File: config.mk
export PLATFORM = sky130hd
export DESIGN_NAME = iad_indexed_address_decoder
export DESIGN_NICKNAME = d
export VERILOG_FILES = /design/src/hw/iad_pkg.sv /design/src/hw/iad_word_asm.sv /design/src/hw/iad_indexed_address_decoder.sv
export VERILOG_INCLUDE_DIRS = /design/src /design/src/hw
export SDC_FILE = /design/constraint.sdc
export NUM_CORES = 1
export LEC_CHECK = 0
export BUFFER_PORTS_ARGS = -buffer_cell sky130_fd_sc_hd__buf_2
export CORE_MARGIN = 5
export CORE_UTILIZATION = 45
export DETAILED_ROUTE_END_ITERATION = 12
export PLACE_DENSITY_LB_ADDON = 0.1
export SYNTH_ARGS = -nofsm -noshare
export SYNTH_HDL_FRONTEND = slang
export SYNTH_SLANG_ARGS = --single-unit
File: constraint.sdc
create_clock -name core_clk -period 7.4 [get_ports core_clk]
set_clock_uncertainty 0.1 [all_clocks]
set_input_delay 1.11 -clock core_clk [delete_from_list [all_inputs] [get_ports core_clk]]
set_output_delay 1.11 -clock core_clk [all_outputs]
set_load 0.05 [all_outputs]
File: src/hw/iad_defines.svh
/*
 Constants of the indexed address decoder: prefix value, postbyte fields, base and accumulator codes, reset words.
 Assumes it is included by bare name after the package and before the modules that use it.
*/
//Contract
//- No-operand mode takes no bytes after the opcode; operands live in core registers.
//- Inline-operand mode takes one or two following bytes, count fixed by instruction.
//- Page-zero mode takes one address byte; high address byte is zero.
//- Full-address mode takes two bytes forming the whole 16-bit address.
//- Branch-offset mode adds signed 8- or 16-bit displacement to current PC.
//- Short-offset postbyte picks X, Y, SP or PC; low five bits signed offset.
//- Constant-offset postbyte, size clear: 9-bit offset, sign from postbyte bit zero.
//- Size set, sign clear: add 16-bit offset from two extension bytes to base.
//- Size and sign set: add 16-bit offset, fetch pointer there, use as address.
//- Auto-adjust form works on X, Y, SP only; PC code is never a base.
//- Timing bit clear adjusts before use, set adjusts after; step -8..-1, +1..+8.
//- Accumulator offset: code 00 adds A, 01 adds B, 10 adds D, unsigned.
//- Indexed instruction is opcode, postbyte, then zero to two extension bytes.
//- Each opcode value names both instruction and its addressing mode.
//- Prefix byte 0x18 moves the next opcode to the second opcode page.
//- Transfer, exchange and loop postbytes decoded; extension bytes carry their data (code only captures postbyte_ff; count from op_post_ext_len).
//- Multi-byte values and pointers assemble high byte from lower address first.
//- X, Y, SP and PC are 16 bits wide as base addresses.
`ifndef IAD_DEFINES_SVH
`define IAD_DEFINES_SVH

`define IAD_PAGE2_PREFIX 8'h18
`define IAD_BASE_X       2'h0
`define IAD_BASE_Y       2'h1
`define IAD_BASE_SP      2'h2
`define IAD_BASE_PC      2'h3
`define IAD_ACC_A        2'h0
`define IAD_ACC_B        2'h1
`define IAD_ACC_D        2'h2
`define IAD_ACC_DPTR     2'h3
`define IAD_XB_LONG_TOP  3'h7
`define IAD_XB_AUTO_BIT  5
`define IAD_RESET_BYTE   8'h00
`define IAD_RESET_WORD   16'h0000
`define IAD_ONE_WORD     16'h0001

`endif

File: src/hw/iad_pkg.sv
/*
 Types of the indexed address decoder: opcode classes, addressing modes, sequencer states.
 Assumes the opcode table outside reports a class from iad_class_t for every opcode.
*/
package iad_pkg;

	typedef enum logic [3:0] {
		cls_none,
		cls_inline8,
		cls_inline16,
		cls_page_zero,
		cls_full,
		cls_branch8,
		cls_branch16,
		cls_indexed,
		cls_postbyte
	} iad_class_t;

	typedef enum logic [3:0] {
		no_operand_mode,
		inline_operand_mode,
		page_zero_mode,
		full_address_mode,
		branch_offset_mode,
		indexed_mode,
		indexed_short_extension_mode,
		indexed_long_extension_mode,
		indexed_pointer_mode,
		accumulator_pointer_mode,
		postbyte_mode
	} iad_mode_t;

	typedef enum logic [2:0] {
		st_opcode,
		st_classify,
		st_post,
		st_ext,
		st_calc,
		st_ptr,
		st_load,
		st_done
	} iad_state_t;

endpackage : iad_pkg

File: src/hw/iad_word_asm.sv
/*
 Byte-to-word assembler: shifts bytes in, first byte ends up most significant.
 Assumes clear and load never come in the same cycle; clear wins if they do.
*/
`timescale 1ns/100ps
module iad_word_asm #(
	parameter int WIDTH = 16
) (
	// Clock and reset
	input  wire logic             core_clk,
	input  wire logic             rstn,
	// Control
	input  wire logic             clear,
	input  wire logic             load,
	input  wire logic [7:0]       byte_in,
	// Result
	output logic      [WIDTH-1:0] word_ff
);

	always_ff @(posedge core_clk or negedge rstn) begin
		if (!rstn) begin
			word_ff <= '0;
		end else if (clear) begin
			word_ff <= '0;
		end else if (load) begin
			word_ff <= {word_ff[WIDTH-9:0], byte_in};
		end
	end

endmodule : iad_word_asm

File: src/hw/iad_indexed_address_decoder.sv
/*
 Operand addressing decoder: takes opcode, optional page prefix, postbyte and extension bytes,
 selects the addressing mode and forms the effective address, fetching a pointer where needed.
 Assumes the opcode table answers combinationally from opcode_ff/page2_ff, the core holds
 its registers stable from opcode to done, and memory answers each read with one ack.
*/
`timescale 1ns/100ps
`include "iad_defines.svh"
module iad_indexed_address_decoder (
	// Clock and reset
	input  wire logic                core_clk,
	input  wire logic                rstn,
	// Instruction stream
	input  wire logic                byte_valid,
	input  wire logic [7:0]          byte_data,
	output logic                     byte_ready_ff,
	// Opcode table
	output logic      [7:0]          opcode_ff,
	output logic                     page2_ff,
	input  iad_pkg::iad_class_t      op_class,
	input  wire logic [1:0]          op_post_ext_len,
	// Core registers
	input  wire logic [15:0]         reg_x,
	input  wire logic [15:0]         reg_y,
	input  wire logic [15:0]         reg_sp,
	input  wire logic [15:0]         reg_pc,
	input  wire logic [7:0]          acc_a,
	input  wire logic [7:0]          acc_b,
	// Pointer read
	output logic                     mem_req_ff,
	output logic      [15:0]         mem_addr_ff,
	input  wire logic                mem_ack,
	input  wire logic [7:0]          mem_rdata,
	// Result
	output logic                     done_ff,
	output iad_pkg::iad_mode_t       mode_ff,
	output logic      [15:0]         ea_ff,
	output logic      [15:0]         operand_ff,
	output logic      [7:0]          postbyte_ff,
	output logic                     base_wr_ff,
	output logic      [1:0]          base_sel_ff,
	output logic      [15:0]         base_new_ff
);
	import iad_pkg::*;

	iad_state_t      state_ff;
	iad_state_t      nxt_state;
	iad_class_t      class_ff;
	logic [1:0]      need_ff;
	logic [1:0]      nxt_need;
	logic [1:0]      ext_cnt_ff;
	logic            ptr_cnt_ff;
	logic            take;
	logic            ext_take;
	logic            ptr_take;
	logic [15:0]     ext_word;
	logic [15:0]     ptr_word;
	logic            nxt_ready;
	iad_mode_t       calc_mode;
	logic [15:0]     calc_ea;
	logic [15:0]     calc_base_new;
	logic            calc_wr;
	logic            calc_indirect;
	logic [1:0]      calc_sel;

	// Extension bytes the postbyte calls for
	function automatic logic [1:0] xb_len(input logic [7:0] xb);
		logic [1:0] len;
		len = 2'h0;
		if (xb[7:5] == `IAD_XB_LONG_TOP && !xb[2]) begin
			len = xb[1] ? 2'h2 : 2'h1;
		end
		return len;
	endfunction : xb_len

	// Extension bytes implied by the opcode class
	function automatic logic [1:0] class_len(input iad_class_t cls);
		logic [1:0] len;
		len = 2'h0;
		case (cls)
			cls_inline8, cls_page_zero, cls_branch8: len = 2'h1;
			cls_inline16, cls_full, cls_branch16:    len = 2'h2;
			default:                                 len = 2'h0;
		endcase
		return len;
	endfunction : class_len

	// 16-bit base register selected by a two-bit field
	function automatic logic [15:0] base_of(input logic [1:0] sel);
		logic [15:0] val;
		val = `IAD_RESET_WORD;
		case (sel)
			`IAD_BASE_X:  val = reg_x;
			`IAD_BASE_Y:  val = reg_y;
			`IAD_BASE_SP: val = reg_sp;
			default:      val = reg_pc;
		endcase
		return val;
	endfunction : base_of

	assign take     = byte_valid & byte_ready_ff;
	assign ext_take = take & (state_ff == st_ext);
	assign ptr_take = mem_ack & mem_req_ff;

	// Sequencer
	always_comb begin
		nxt_state = state_ff;
		nxt_need  = need_ff;
		case (state_ff)
			st_opcode: begin
				if (take && !(byte_data == `IAD_PAGE2_PREFIX && !page2_ff)) begin
					nxt_state = st_classify;
				end
			end
			st_classify: begin
				nxt_need = class_len(op_class);
				if (op_class == cls_indexed || op_class == cls_postbyte) begin
					nxt_state = st_post;
				end else if (class_len(op_class) == 2'h0) begin
					nxt_state = st_calc;
				end else begin
					nxt_state = st_ext;
				end
			end
			st_post: begin
				if (take) begin
					nxt_need = (class_ff == cls_indexed) ? xb_len(byte_data) : op_post_ext_len;
					if (nxt_need == 2'h0) begin
						nxt_state = st_calc;
					end else begin
						nxt_state = st_ext;
					end
				end
			end
			st_ext: begin
				if (take && ext_cnt_ff == need_ff - 2'h1) begin
					nxt_state = st_calc;
				end
			end
			st_calc: nxt_state = calc_indirect ? st_ptr : st_done;
			st_ptr: begin
				if (ptr_take && ptr_cnt_ff) begin
					nxt_state = st_load;
				end
			end
			st_load: nxt_state = st_done;
			st_done: nxt_state = st_opcode;
			default: nxt_state = st_opcode;
		endcase
	end

	assign nxt_ready = (nxt_state == st_opcode) || (nxt_state == st_post) || (nxt_state == st_ext);

	always_ff @(posedge core_clk or negedge rstn) begin
		if (!rstn) begin
			state_ff      <= st_opcode;
			need_ff       <= 2'h0;
			byte_ready_ff <= 1'b0;
		end else begin
			state_ff      <= nxt_state;
			need_ff       <= nxt_need;
			byte_ready_ff <= nxt_ready;
		end
	end

	// Opcode, page and class capture
	always_ff @(posedge core_clk or negedge rstn) begin
		if (!rstn) begin
			opcode_ff <= `IAD_RESET_BYTE;
			page2_ff  <= 1'b0;
			class_ff  <= cls_none;
		end else begin
			if (state_ff == st_opcode && take) begin
				if (byte_data == `IAD_PAGE2_PREFIX && !page2_ff) begin
					page2_ff <= 1'b1;
				end else begin
					opcode_ff <= byte_data;
				end
			end else if (state_ff == st_done) begin
				page2_ff <= 1'b0;
			end
			if (state_ff == st_classify) begin
				class_ff <= op_class;
			end
		end
	end

	// Postbyte and extension count
	always_ff @(posedge core_clk or negedge rstn) begin
		if (!rstn) begin
			postbyte_ff <= `IAD_RESET_BYTE;
			ext_cnt_ff  <= 2'h0;
		end else begin
			if (state_ff == st_opcode) begin
				postbyte_ff <= `IAD_RESET_BYTE;
			end else if (state_ff == st_post && take) begin
				postbyte_ff <= byte_data;
			end
			if (state_ff != st_ext) begin
				ext_cnt_ff <= 2'h0;
			end else if (take) begin
				ext_cnt_ff <= ext_cnt_ff + 2'h1;
			end
		end
	end

	// Extension bytes, first one most significant
	iad_word_asm #(
		.WIDTH   (16)
	) u_ext_asm (
		.core_clk (core_clk),
		.rstn     (rstn),
		.clear    (state_ff == st_opcode),
		.load     (ext_take),
		.byte_in  (byte_data),
		.word_ff  (ext_word)
	);

	// Pointer bytes, lower address first
	iad_word_asm #(
		.WIDTH   (16)
	) u_ptr_asm (
		.core_clk (core_clk),
		.rstn     (rstn),
		.clear    (state_ff == st_calc),
		.load     (ptr_take),
		.byte_in  (mem_rdata),
		.word_ff  (ptr_word)
	);

	// Address forming
	always_comb begin
		logic [15:0] base;
		logic [15:0] adj;
		logic [3:0]  step;
		logic [15:0] acc_off;
		base          = base_of(postbyte_ff[7:6]);
		adj           = `IAD_RESET_WORD;
		step          = postbyte_ff[3:0];
		// Unsigned: A or B zero-extended, D as the pair
		acc_off       = postbyte_ff[1] ? {acc_a, acc_b} : {8'h00, postbyte_ff[0] ? acc_b : acc_a};
		calc_mode     = no_operand_mode;
		calc_ea       = `IAD_RESET_WORD;
		calc_base_new = `IAD_RESET_WORD;
		calc_wr       = 1'b0;
		calc_indirect = 1'b0;
		calc_sel      = postbyte_ff[7:6];
		case (class_ff)
			cls_inline8, cls_inline16: calc_mode = inline_operand_mode;
			cls_page_zero: begin
				calc_mode = page_zero_mode;
				calc_ea   = {8'h00, ext_word[7:0]};
			end
			cls_full: begin
				calc_mode = full_address_mode;
				calc_ea   = ext_word;
			end
			cls_branch8: begin
				calc_mode = branch_offset_mode;
				calc_ea   = reg_pc + {{8{ext_word[7]}}, ext_word[7:0]};
			end
			cls_branch16: begin
				calc_mode = branch_offset_mode;
				calc_ea   = reg_pc + ext_word;
			end
			cls_postbyte: calc_mode = postbyte_mode;
			cls_indexed: begin
				if (!postbyte_ff[`IAD_XB_AUTO_BIT]) begin
					calc_mode = indexed_mode;
					calc_ea   = base + {{11{postbyte_ff[4]}}, postbyte_ff[4:0]};
				end else if (postbyte_ff[7:5] == `IAD_XB_LONG_TOP) begin
					// Checked ahead of auto-adjust: that is where the PC code of rr1pnnnn lands
					calc_sel = postbyte_ff[4:3];
					base     = base_of(postbyte_ff[4:3]);
					if (!postbyte_ff[2]) begin
						if (!postbyte_ff[1]) begin
							calc_mode = indexed_short_extension_mode;
							calc_ea   = base + {{8{postbyte_ff[0]}}, ext_word[7:0]};
						end else if (!postbyte_ff[0]) begin
							calc_mode = indexed_long_extension_mode;
							calc_ea   = base + ext_word;
						end else begin
							calc_mode     = indexed_pointer_mode;
							calc_ea       = base + ext_word;
							calc_indirect = 1'b1;
						end
					end else begin
						case (postbyte_ff[1:0])
							`IAD_ACC_A, `IAD_ACC_B, `IAD_ACC_D: begin
								calc_mode = indexed_mode;
								calc_ea   = base + acc_off;
							end
							default: begin
								calc_mode     = accumulator_pointer_mode;
								calc_ea       = base + {acc_a, acc_b};
								calc_indirect = 1'b1;
							end
						endcase
					end
				end else begin
					// Step field 0..7 means +1..+8, 8..15 means -8..-1
					adj           = step[3] ? {12'hfff, step} : {12'h000, step} + `IAD_ONE_WORD;
					calc_mode     = indexed_mode;
					calc_base_new = base + adj;
					calc_wr       = 1'b1;
					calc_ea       = postbyte_ff[4] ? base : calc_base_new;
				end
			end
			default: calc_mode = no_operand_mode;
		endcase
	end

	// Pointer read, high byte first at the lower address
	always_ff @(posedge core_clk or negedge rstn) begin
		if (!rstn) begin
			mem_req_ff  <= 1'b0;
			mem_addr_ff <= `IAD_RESET_WORD;
			ptr_cnt_ff  <= 1'b0;
		end else begin
			if (state_ff == st_calc && calc_indirect) begin
				mem_req_ff  <= 1'b1;
				mem_addr_ff <= calc_ea;
				ptr_cnt_ff  <= 1'b0;
			end else if (ptr_take) begin
				if (!ptr_cnt_ff) begin
					mem_addr_ff <= mem_addr_ff + `IAD_ONE_WORD;
					ptr_cnt_ff  <= 1'b1;
				end else begin
					mem_req_ff <= 1'b0;
				end
			end
		end
	end

	// Result registers, held until the next decode reaches st_calc; ea_ff reloads in st_load
	always_ff @(posedge core_clk or negedge rstn) begin
		if (!rstn) begin
			mode_ff     <= no_operand_mode;
			ea_ff       <= `IAD_RESET_WORD;
			operand_ff  <= `IAD_RESET_WORD;
			base_sel_ff <= `IAD_BASE_X;
			base_new_ff <= `IAD_RESET_WORD;
		end else if (state_ff == st_calc) begin
			mode_ff     <= calc_mode;
			ea_ff       <= calc_ea;
			operand_ff  <= ext_word;
			base_sel_ff <= calc_sel;
			base_new_ff <= calc_base_new;
		end else if (state_ff == st_load) begin
			ea_ff <= ptr_word;
		end
	end

	// Completion and write-back strobes
	always_ff @(posedge core_clk or negedge rstn) begin
		if (!rstn) begin
			done_ff    <= 1'b0;
			base_wr_ff <= 1'b0;
		end else begin
			done_ff    <= (nxt_state == st_done);
			base_wr_ff <= (nxt_state == st_done) && (state_ff == st_calc) && calc_wr;
		end
	end

endmodule : iad_indexed_address_decoder

==> results.md, run 1 <==
- Critical path required time: between 7 and 8 ns
- Area growth from synthesis to layout: 17.2%
- Yosys reg bits: approximately 140
- RSZ-0062 raised after global routing: false
- Clock transition at path regs: 0.07 ns
- CTS Buffer Depth: 2
- Synth async-reset ratio: 1.00
- # hold bufs at CTS: 0
- CP Class: flip-flop to flip-flop
- Die W: between 150 and 200 um
- Layout Nets: ~1600
- Avg WL per Cell: roughly 23 um
- Final hold violation count: 0
- R2R depth: 15
- Hold crit path type: flip-flop to flip-flop
- CTS tree: done
- Final non-filler cell total: roughly 1700
- Final setup fails: 0
- GRT Total Usage: 0.294
- Iteration-0 DRC Markers: 860
- Diode count: 0
- Slew HR: 0.167
- Final core utilization: 0.533
- Core Rows: between 50 and 60
- R2R Path Start: postbyte_ff[1]
- Initial antenna violation count: 1
- Chip height: 164 um
- Hold Crit Depth: 2
- FF-to-FF End: ea_ff[10]
- Core footprint: between 20000 and 25000 um2
- P per Cell Area: 490 nW/um2
- Reg2reg setup slack: between 2 and 2.5 ns
- Status: completed
- Library cells used by synthesis: between 70 and 80
- First-pass GRT wire length: about 60 mm
- Worst slew pin tran: ~1.2 ns
- Final worst slack: around 2.5 ns
- CP endpoint kind: flip-flop
- CP max FO: 10
- Top Ports: between 150 and 200
- MaxCap Viol Count: 0
- Vias in the first global route: approximately 10000
- Post-Place Cells: 1708
- Ys flop type: dfrtp_1
- Hold Path Sink: base_new_ff[12]
- Total gr overflow: 0
- Detailed-route DRC error count: 0
- GP Congestion: 0.973
- Pleak: between 6 and 7 nW
- Largest net degree at the start of global routing: 71
- Clock sinks: 135
- F_max: just over 0.2 GHz
- Port Buffers: roughly 200
- Post-layout minimum cycle time: 4.94 ns
- Post-place setup slack: 2.60 ns
- Post-Syn Area: between 10000 and 15000 um2
- Total CTS buffers: 17
- Syn_area_per_cell: ~8.6 um2
- Startpoint class of the critical path: flip-flop
- Share of layout cells above drive strength 1: 0.214
- CTS resizes: 0
- Yosys synthesis warning count: 0
- Setup_tns: 0 ns
- Post-Synthesis Cells: between 1000 and 1500
- Post-CTS setup buffer count: 0
- Hpwl dp: 30.1 mm
- Synthesized Nets: roughly 1400
- Worst-Skew Late Latency: roughly 0.43 ns
- Vias/cell: 5.97
- VDD IR-drop max: approximately 0.00024 V
- Post-route ant nets: 0
- CTS H-tree lvls: 4
- Post-synth EDFFs: 0
- Register area share after synthesis: 0.317
- Starting density of the core: 0.455
- Post-route clock period utilization: 0.668
- 1st-pass router iterations: 5
- Via count: between 10000 and 15000
- Max Slew Vio Count: 0
- Total Wirelength: approximately 39 mm
- Total die area: ~27000 um2
- Critical Path AT: ~5.1 ns
- Layout fillers: 2322
- Root Driver: clkbuf_16
- Hold Startpoint: base_new_ff[12]
-- per-stage QoR --
step,hold slack [ns],total power [mW],area [um2]
final,0.371,6.12,12500
after CTS,0.379,6.08,12500
after floorplan,0.387,4.06,10700
after detailed placement,0.358,5.19,11900
after global placement,0.356,5.21,11900
after global routing,0.398,6.52,12500
-- cell usage in the layout (no fill, tap or decap), types with 9 or more instances in the layout --
| cell type | netlist | routed |
|---|---|---|
| nand2_1 | 247 | 246 |
| nand3_1 | 28 | 28 |
| a211oi_1 | 16 | 16 |
| nor2_1 | 84 | 83 |
| o21a_1 | 11 | 11 |
| nor3_1 | 25 | 25 |
| buf_2 | 13 | 195 |
| mux2_2 | 13 | 13 |
| nor4_1 | 9 | 9 |
| o21ai_0 | 61 | 61 |
| inv_1 | 26 | 26 |
| xor2_1 | 25 | 25 |
| a21o_1 | 18 | 18 |
| mux4_2 | 22 | 22 |
| xnor2_1 | 48 | 48 |
| mux2i_1 | 19 | 19 |
| a21oi_1 | 119 | 119 |
| clkbuf_16 | 0 | 17 |
| ha_1 | 65 | 65 |
| a22o_1 | 14 | 14 |
| mux4_1 | 9 | 9 |
| o211ai_1 | 13 | 13 |
| dfrtp_1 | 135 | 133 |
| buf_4 | 3 | 16 |
-- flip-flops by register name, summed over array words and instances, names as in the netlist --
register	cells
base_new_ff	16
base_sel_ff	2
operand_ff	16
mem_req_ff	1
base_wr_ff	1
ea_ff	16
ext_cnt_ff	2
u_ext_asm.word_ff	16
need_ff	2
done_ff	1
byte_ready_ff	1
mem_addr_ff	16
ptr_cnt_ff	1
page2_ff	1
class_ff	4
u_ptr_asm.word_ff	16
postbyte_ff	8
state_ff	3
mode_ff	4
opcode_ff	8
-- cell families (layout without fill, tap and decap cells) --
logic type / count (synthesis) / count (layout) / share of synthesized area
and+or+nand+nor: 461 / 461 / 0.190
AOI/OAI and AO/OA: 348 / 348 / 0.213
DFF: 135 / 135 / 0.317
buffers and inverters: 89 / 271 / 0.0347
xor gates and xnor gates: 73 / 73 / 0.0600
adders and majority gates: 69 / 69 / 0.0839
muxes: 64 / 64 / 0.102
-- area by class of cell --
type,count,area [um2],area share
multi-input combinational,1015,6910,0.554
sequential,135,3380,0.271
timing repair buffer,212,1110,0.0887
clock buffer,19,453,0.0363
tap,319,399,0.0320
clock inverter,13,131,0.0105
inverter,27,101,0.00812
-- worst max-delay path: stages (launching register included) --
cell,delay (ns)
dfrtp_1,0.52
ha_1,0.33
nor3_2,0.67
mux2i_1,0.21
a21oi_1,0.18
ha_1,0.21
inv_1,0.08
fa_1,0.47
nor2b_1,0.17
o31a_1,0.31
o2111ai_1,0.21
nand2_1,0.13
xnor2_1,0.20
nor3_1,0.11
a2111oi_0,0.71
o21ai_1,0.16
-- worst max path at each step --
stage / start / end / slack, ns / depth (start not counted)
2_1_floorplan: postbyte_ff[4] / mem_addr_ff[12] / 2.95 / 14
3_3_place_gp: postbyte_ff[0] / ea_ff[10] / 2.60 / 15
3_5_place_dp: reg_pc[0] / ea_ff[8] / 2.60 / 12
4_1_cts: postbyte_ff[0] / ea_ff[10] / 2.54 / 15
5_1_grt: postbyte_ff[1] / ea_ff[10] / 2.32 / 15
6_report: postbyte_ff[1] / ea_ff[10] / 2.46 / 15
-- layer usage --
layer | track usage | up-vias | routed length [um]
met4 | 0.0961 | 2 | 1200
met1 | 0.410 | 5036 | 17400
met2 | 0.462 | 412 | 18000
li1 | - | 4865 | -
met5 | 0 | - | 13
met3 | 0.0552 | 65 | 2780
-- cell usage after synthesis (7+ instances only) --
cell / count / area, um2
a211oi_1: 16 / 120
a21o_1: 18 / 135
a21oi_1: 119 / 596
a221oi_1: 7 / 61.3
a22o_1: 14 / 123
a31oi_1: 8 / 50.1
and2_1: 8 / 50.1
and3_1: 8 / 50.1
buf_2: 13 / 65.1
clkbuf_1: 41 / 154
dfrtp_1: 135 / 3380
ha_1: 65 / 813
inv_1: 26 / 97.6
mux2_2: 13 / 146
mux2i_1: 19 / 190
mux4_1: 9 / 236
mux4_2: 22 / 495
nand2_1: 247 / 927
nand2b_1: 8 / 50.1
nand3_1: 28 / 140
nand4_1: 8 / 50.1
nor2_1: 84 / 315
nor2b_1: 8 / 50.1
nor3_1: 25 / 125
nor4_1: 9 / 56.3
o211ai_1: 13 / 97.6
o21a_1: 11 / 82.6
o21ai_0: 61 / 305
o21ai_1: 8 / 40.0
o22ai_1: 8 / 50.1
xnor2_1: 48 / 420
xor2_1: 25 / 219
-- power by group --
part	total [mW]	internal [mW]	switching [mW]	leakage, nW
registers	1.18	0.924	0.261	1.82
logic	4.06	1.42	2.64	3.94
clock network	0.872	0.491	0.382	0.289
Power figures use the tool's default switching activity.
==> run 2, diff against run 1 <==
==> constraint.sdc (replaced) <==
create_clock -name core_clk -period 4.5 [get_ports core_clk]
set_clock_uncertainty 0.1 [all_clocks]
set_input_delay 0.675 -clock core_clk [delete_from_list [all_inputs] [get_ports core_clk]]
set_output_delay 0.675 -clock core_clk [all_outputs]
set_load 0.05 [all_outputs]
==> results.md, run 2 (synthesized netlist as in run 1, its figures left out) <==
- Switch Pwr: 5.42 mW (was 3.28 mW)
- P per Cell Area: 805 nW/um2 (was 490 nW/um2)
- CTS resizes: 0 (unchanged)
- Total gr overflow: 0 (unchanged)
- First-pass GRT wire length: 60.7 mm (was 59.9 mm)
- WHS: 0.174 ns (was 0.371 ns)
- Total Wirelength: 40.0 mm (was 39.4 mm)
- CP Class: flip-flop to flip-flop (unchanged)
- CTS tree: done (unchanged)
- Startpoint class of the critical path: flip-flop (unchanged)
- Comb pwr share: 0.665 (was 0.664)
- Post-CTS setup buffer count: 0 (unchanged)
- Worst-Skew Late Latency: 0.43 ns (about the same)
- Diode count: 0 (unchanged)
- CP Cell Sequence: mux4_2 > ha_1 > fa_1 > a211oi_1 > o211ai_1 > buf_4 > a21oi_1 > nand2b_1 > a21o_1 > o311ai_1 > a2111oi_0 > o21ai_1 (was ha_1 > nor3_2 > mux2i_1 > a21oi_1 > ha_1 > inv_1 > fa_1 > nor2b_1 > o31a_1 > o2111ai_1 > nand2_1 > xnor2_1 > nor3_1 > a2111oi_0 > o21ai_1)
- Status: completed (unchanged)
- Most frequent cells in the layout: nand2_1 (246), buf_2 (195), dfrtp_1 (133) (unchanged)
- Total die area: 26800 um2 (unchanged)
- CTS H-tree lvls: 4 (unchanged)
- Critical path's slowest cell: mux4_2 (was a2111oi_0)
- Starting density of the core: 0.455 (unchanged)
- Chip height: 164 um (unchanged)
- CP peak stage delay: 0.61 ns (was 0.71 ns)
- Critical path required time: 4.69 ns (was 7.58 ns)
- Detailed-route DRC error count: 0 (unchanged)
- Core Rows: 56 (unchanged)
- 1st-pass router iterations: 5 (unchanged)
- Max Slew Vio Count: 0 (unchanged)
- Clock transition at path regs: 0.07 ns (about the same)
- Setup_tns: 0 ns (unchanged)
- Sw Share: 0.530 (was 0.536)
- Pleak: 6.18 nW (was 6.04 nW)
- R2R depth: 12 (was 15)
- Clock power share: 0.145 (was 0.143)
- Via count: 10600 (was 10400)
- Post-route ant nets: 0 (unchanged)
- Vias/cell: 6.01 (was 5.97)
- Vias in the first global route: 10200 (was 10000)
- RSZ-0062 raised after global routing: false (unchanged)
- FF-to-FF End: ea_ff[10] (unchanged)
- Core footprint: 23400 um2 (unchanged)
- Final core utilization: 0.543 (was 0.533)
- Hold crit path type: input pin to asynchronous set/reset pin (was flip-flop to flip-flop)
- GP Congestion: 0.981 (was 0.973)
- CP max FO: 6 (was 10)
- Sequential power share: 0.190 (was 0.194)
- R2R Path Start: postbyte_ff[6] (was postbyte_ff[1])
- Hpwl dp: 30.9 mm (was 30.1 mm)
- Final setup fails: 0 (unchanged)
- GRT Total Usage: 0.297 (was 0.294)
- Initial antenna violation count: 1 (unchanged)
- Die W: 164 um (unchanged)
- Commonest non-fill, non-tap cell in the layout: nand2_1 (unchanged)
- Largest net degree at the start of global routing: 89 (was 71)
- Worst slew pin tran: 1.03 ns (was 1.24 ns)
- Slew HR: 0.311 (was 0.167)
- MaxCap Viol Count: 0 (unchanged)
- Iteration-0 DRC Markers: 928 (was 860)
- VDD IR-drop max: 0.000399 V (was 0.000244 V)
- Total CTS buffers: 17 (unchanged)
- Reg2reg setup slack: 0.37 ns (was 2.46 ns)
- Avg WL per Cell: 22.7 um (about the same)
- Post-layout minimum cycle time: 4.13 ns (was 4.94 ns)
- Final worst slack: 0.369 ns (was 2.46 ns)
- CP endpoint kind: flip-flop (unchanged)
- Post-route clock period utilization: 0.918 (was 0.668)
- CTS Buffer Depth: 2 (unchanged)
- # hold bufs at CTS: 0 (unchanged)
- Top Ports: 197 (unchanged)
- Layout Nets: 1608 (was 1583)
- Post-place setup slack: 0.267 ns (was 2.60 ns)
- Final hold violation count: 0 (unchanged)
- Area growth from synthesis to layout: 19.3% (was 17.2%)
- Clock sinks: 135 (unchanged)
- Port Buffers: 196 (unchanged)
- Root Driver: clkbuf_16 (unchanged)
- F_max: 0.242 GHz (was 0.202 GHz)
- Share of layout cells above drive strength 1: 0.228 (was 0.214)
- Internal: 4.81 mW (was 2.84 mW)
- Critical Path AT: 4.32 ns (was 5.13 ns)
==> run 2: worst max path at each step <==
stage / start / endpoint
after floorplan: postbyte_ff[4] / mem_addr_ff[12]
after global placement: reg_pc[0] / ea_ff[10]
after detailed placement: reg_pc[0] / ea_ff[10]
after CTS: postbyte_ff[6] / ea_ff[10]
after global routing: postbyte_ff[0] / ea_ff[10]
final: postbyte_ff[6] / ea_ff[10]
==> run 2: final cells by class <==
| class | count | area, um2 |
|---|---|---|
| clock inverters | 15 | 185 |
| inverters | 27 | 101 |
| fillers | 2281 | 10700 |
| flip-flops and latches | 135 | 3380 |
| clock buffers | 17 | 425 |
| repair buffers | 237 | 1310 |
| well taps | 319 | 399 |
| multi-input cells | 1015 | 6910 |
==> run 2: worst max-delay path, delay by kind of cell, from the launching register on <==
family                     cells  cell delay [ns]
buffers and inverters          1             0.17
AOI/OAI and AO/OA              7             1.67
adders and majority gates      2             0.78
DFF                            1             0.56
muxes                          1             0.61
and+or+nand+nor                1             0.11
==> run 2: metal layers <==
metal	vias to the layer above	share of wire	track usage
met2	446	0.46	0.472
met5	-	0.00032	0
met3	89	0.068	0.0422
li1	4910	-	-
met1	5166	0.43	0.410
met4	2	0.040	0.118
==> run 2: power groups by stage <==
stage | Sequential (mW) | Combinational, mW | Clock [mW]
finish | 1.95 | 6.80 | 1.48
global route | 1.98 | 7.36 | 1.56
CTS | 1.94 | 6.72 | 1.50
detailed placement | 1.95 | 6.68 | 0
global placement | 1.95 | 6.68 | 0
floorplan | 2.53 | 4.15 | 0
==> run 2: stage by stage <==
| stage | total power, mW | instance area [um2] | std cells |
|---|---|---|---|
| after floorplan | 6.68 | 10700 | 1239 |
| after global placement | 8.64 | 12100 | 1733 |
| after detailed placement | 8.63 | 12100 | 1733 |
| after CTS | 10.2 | 12700 | 1765 |
| after global routing | 10.9 | 12700 | 1765 |
| final | 10.2 | 12700 | 1765 |
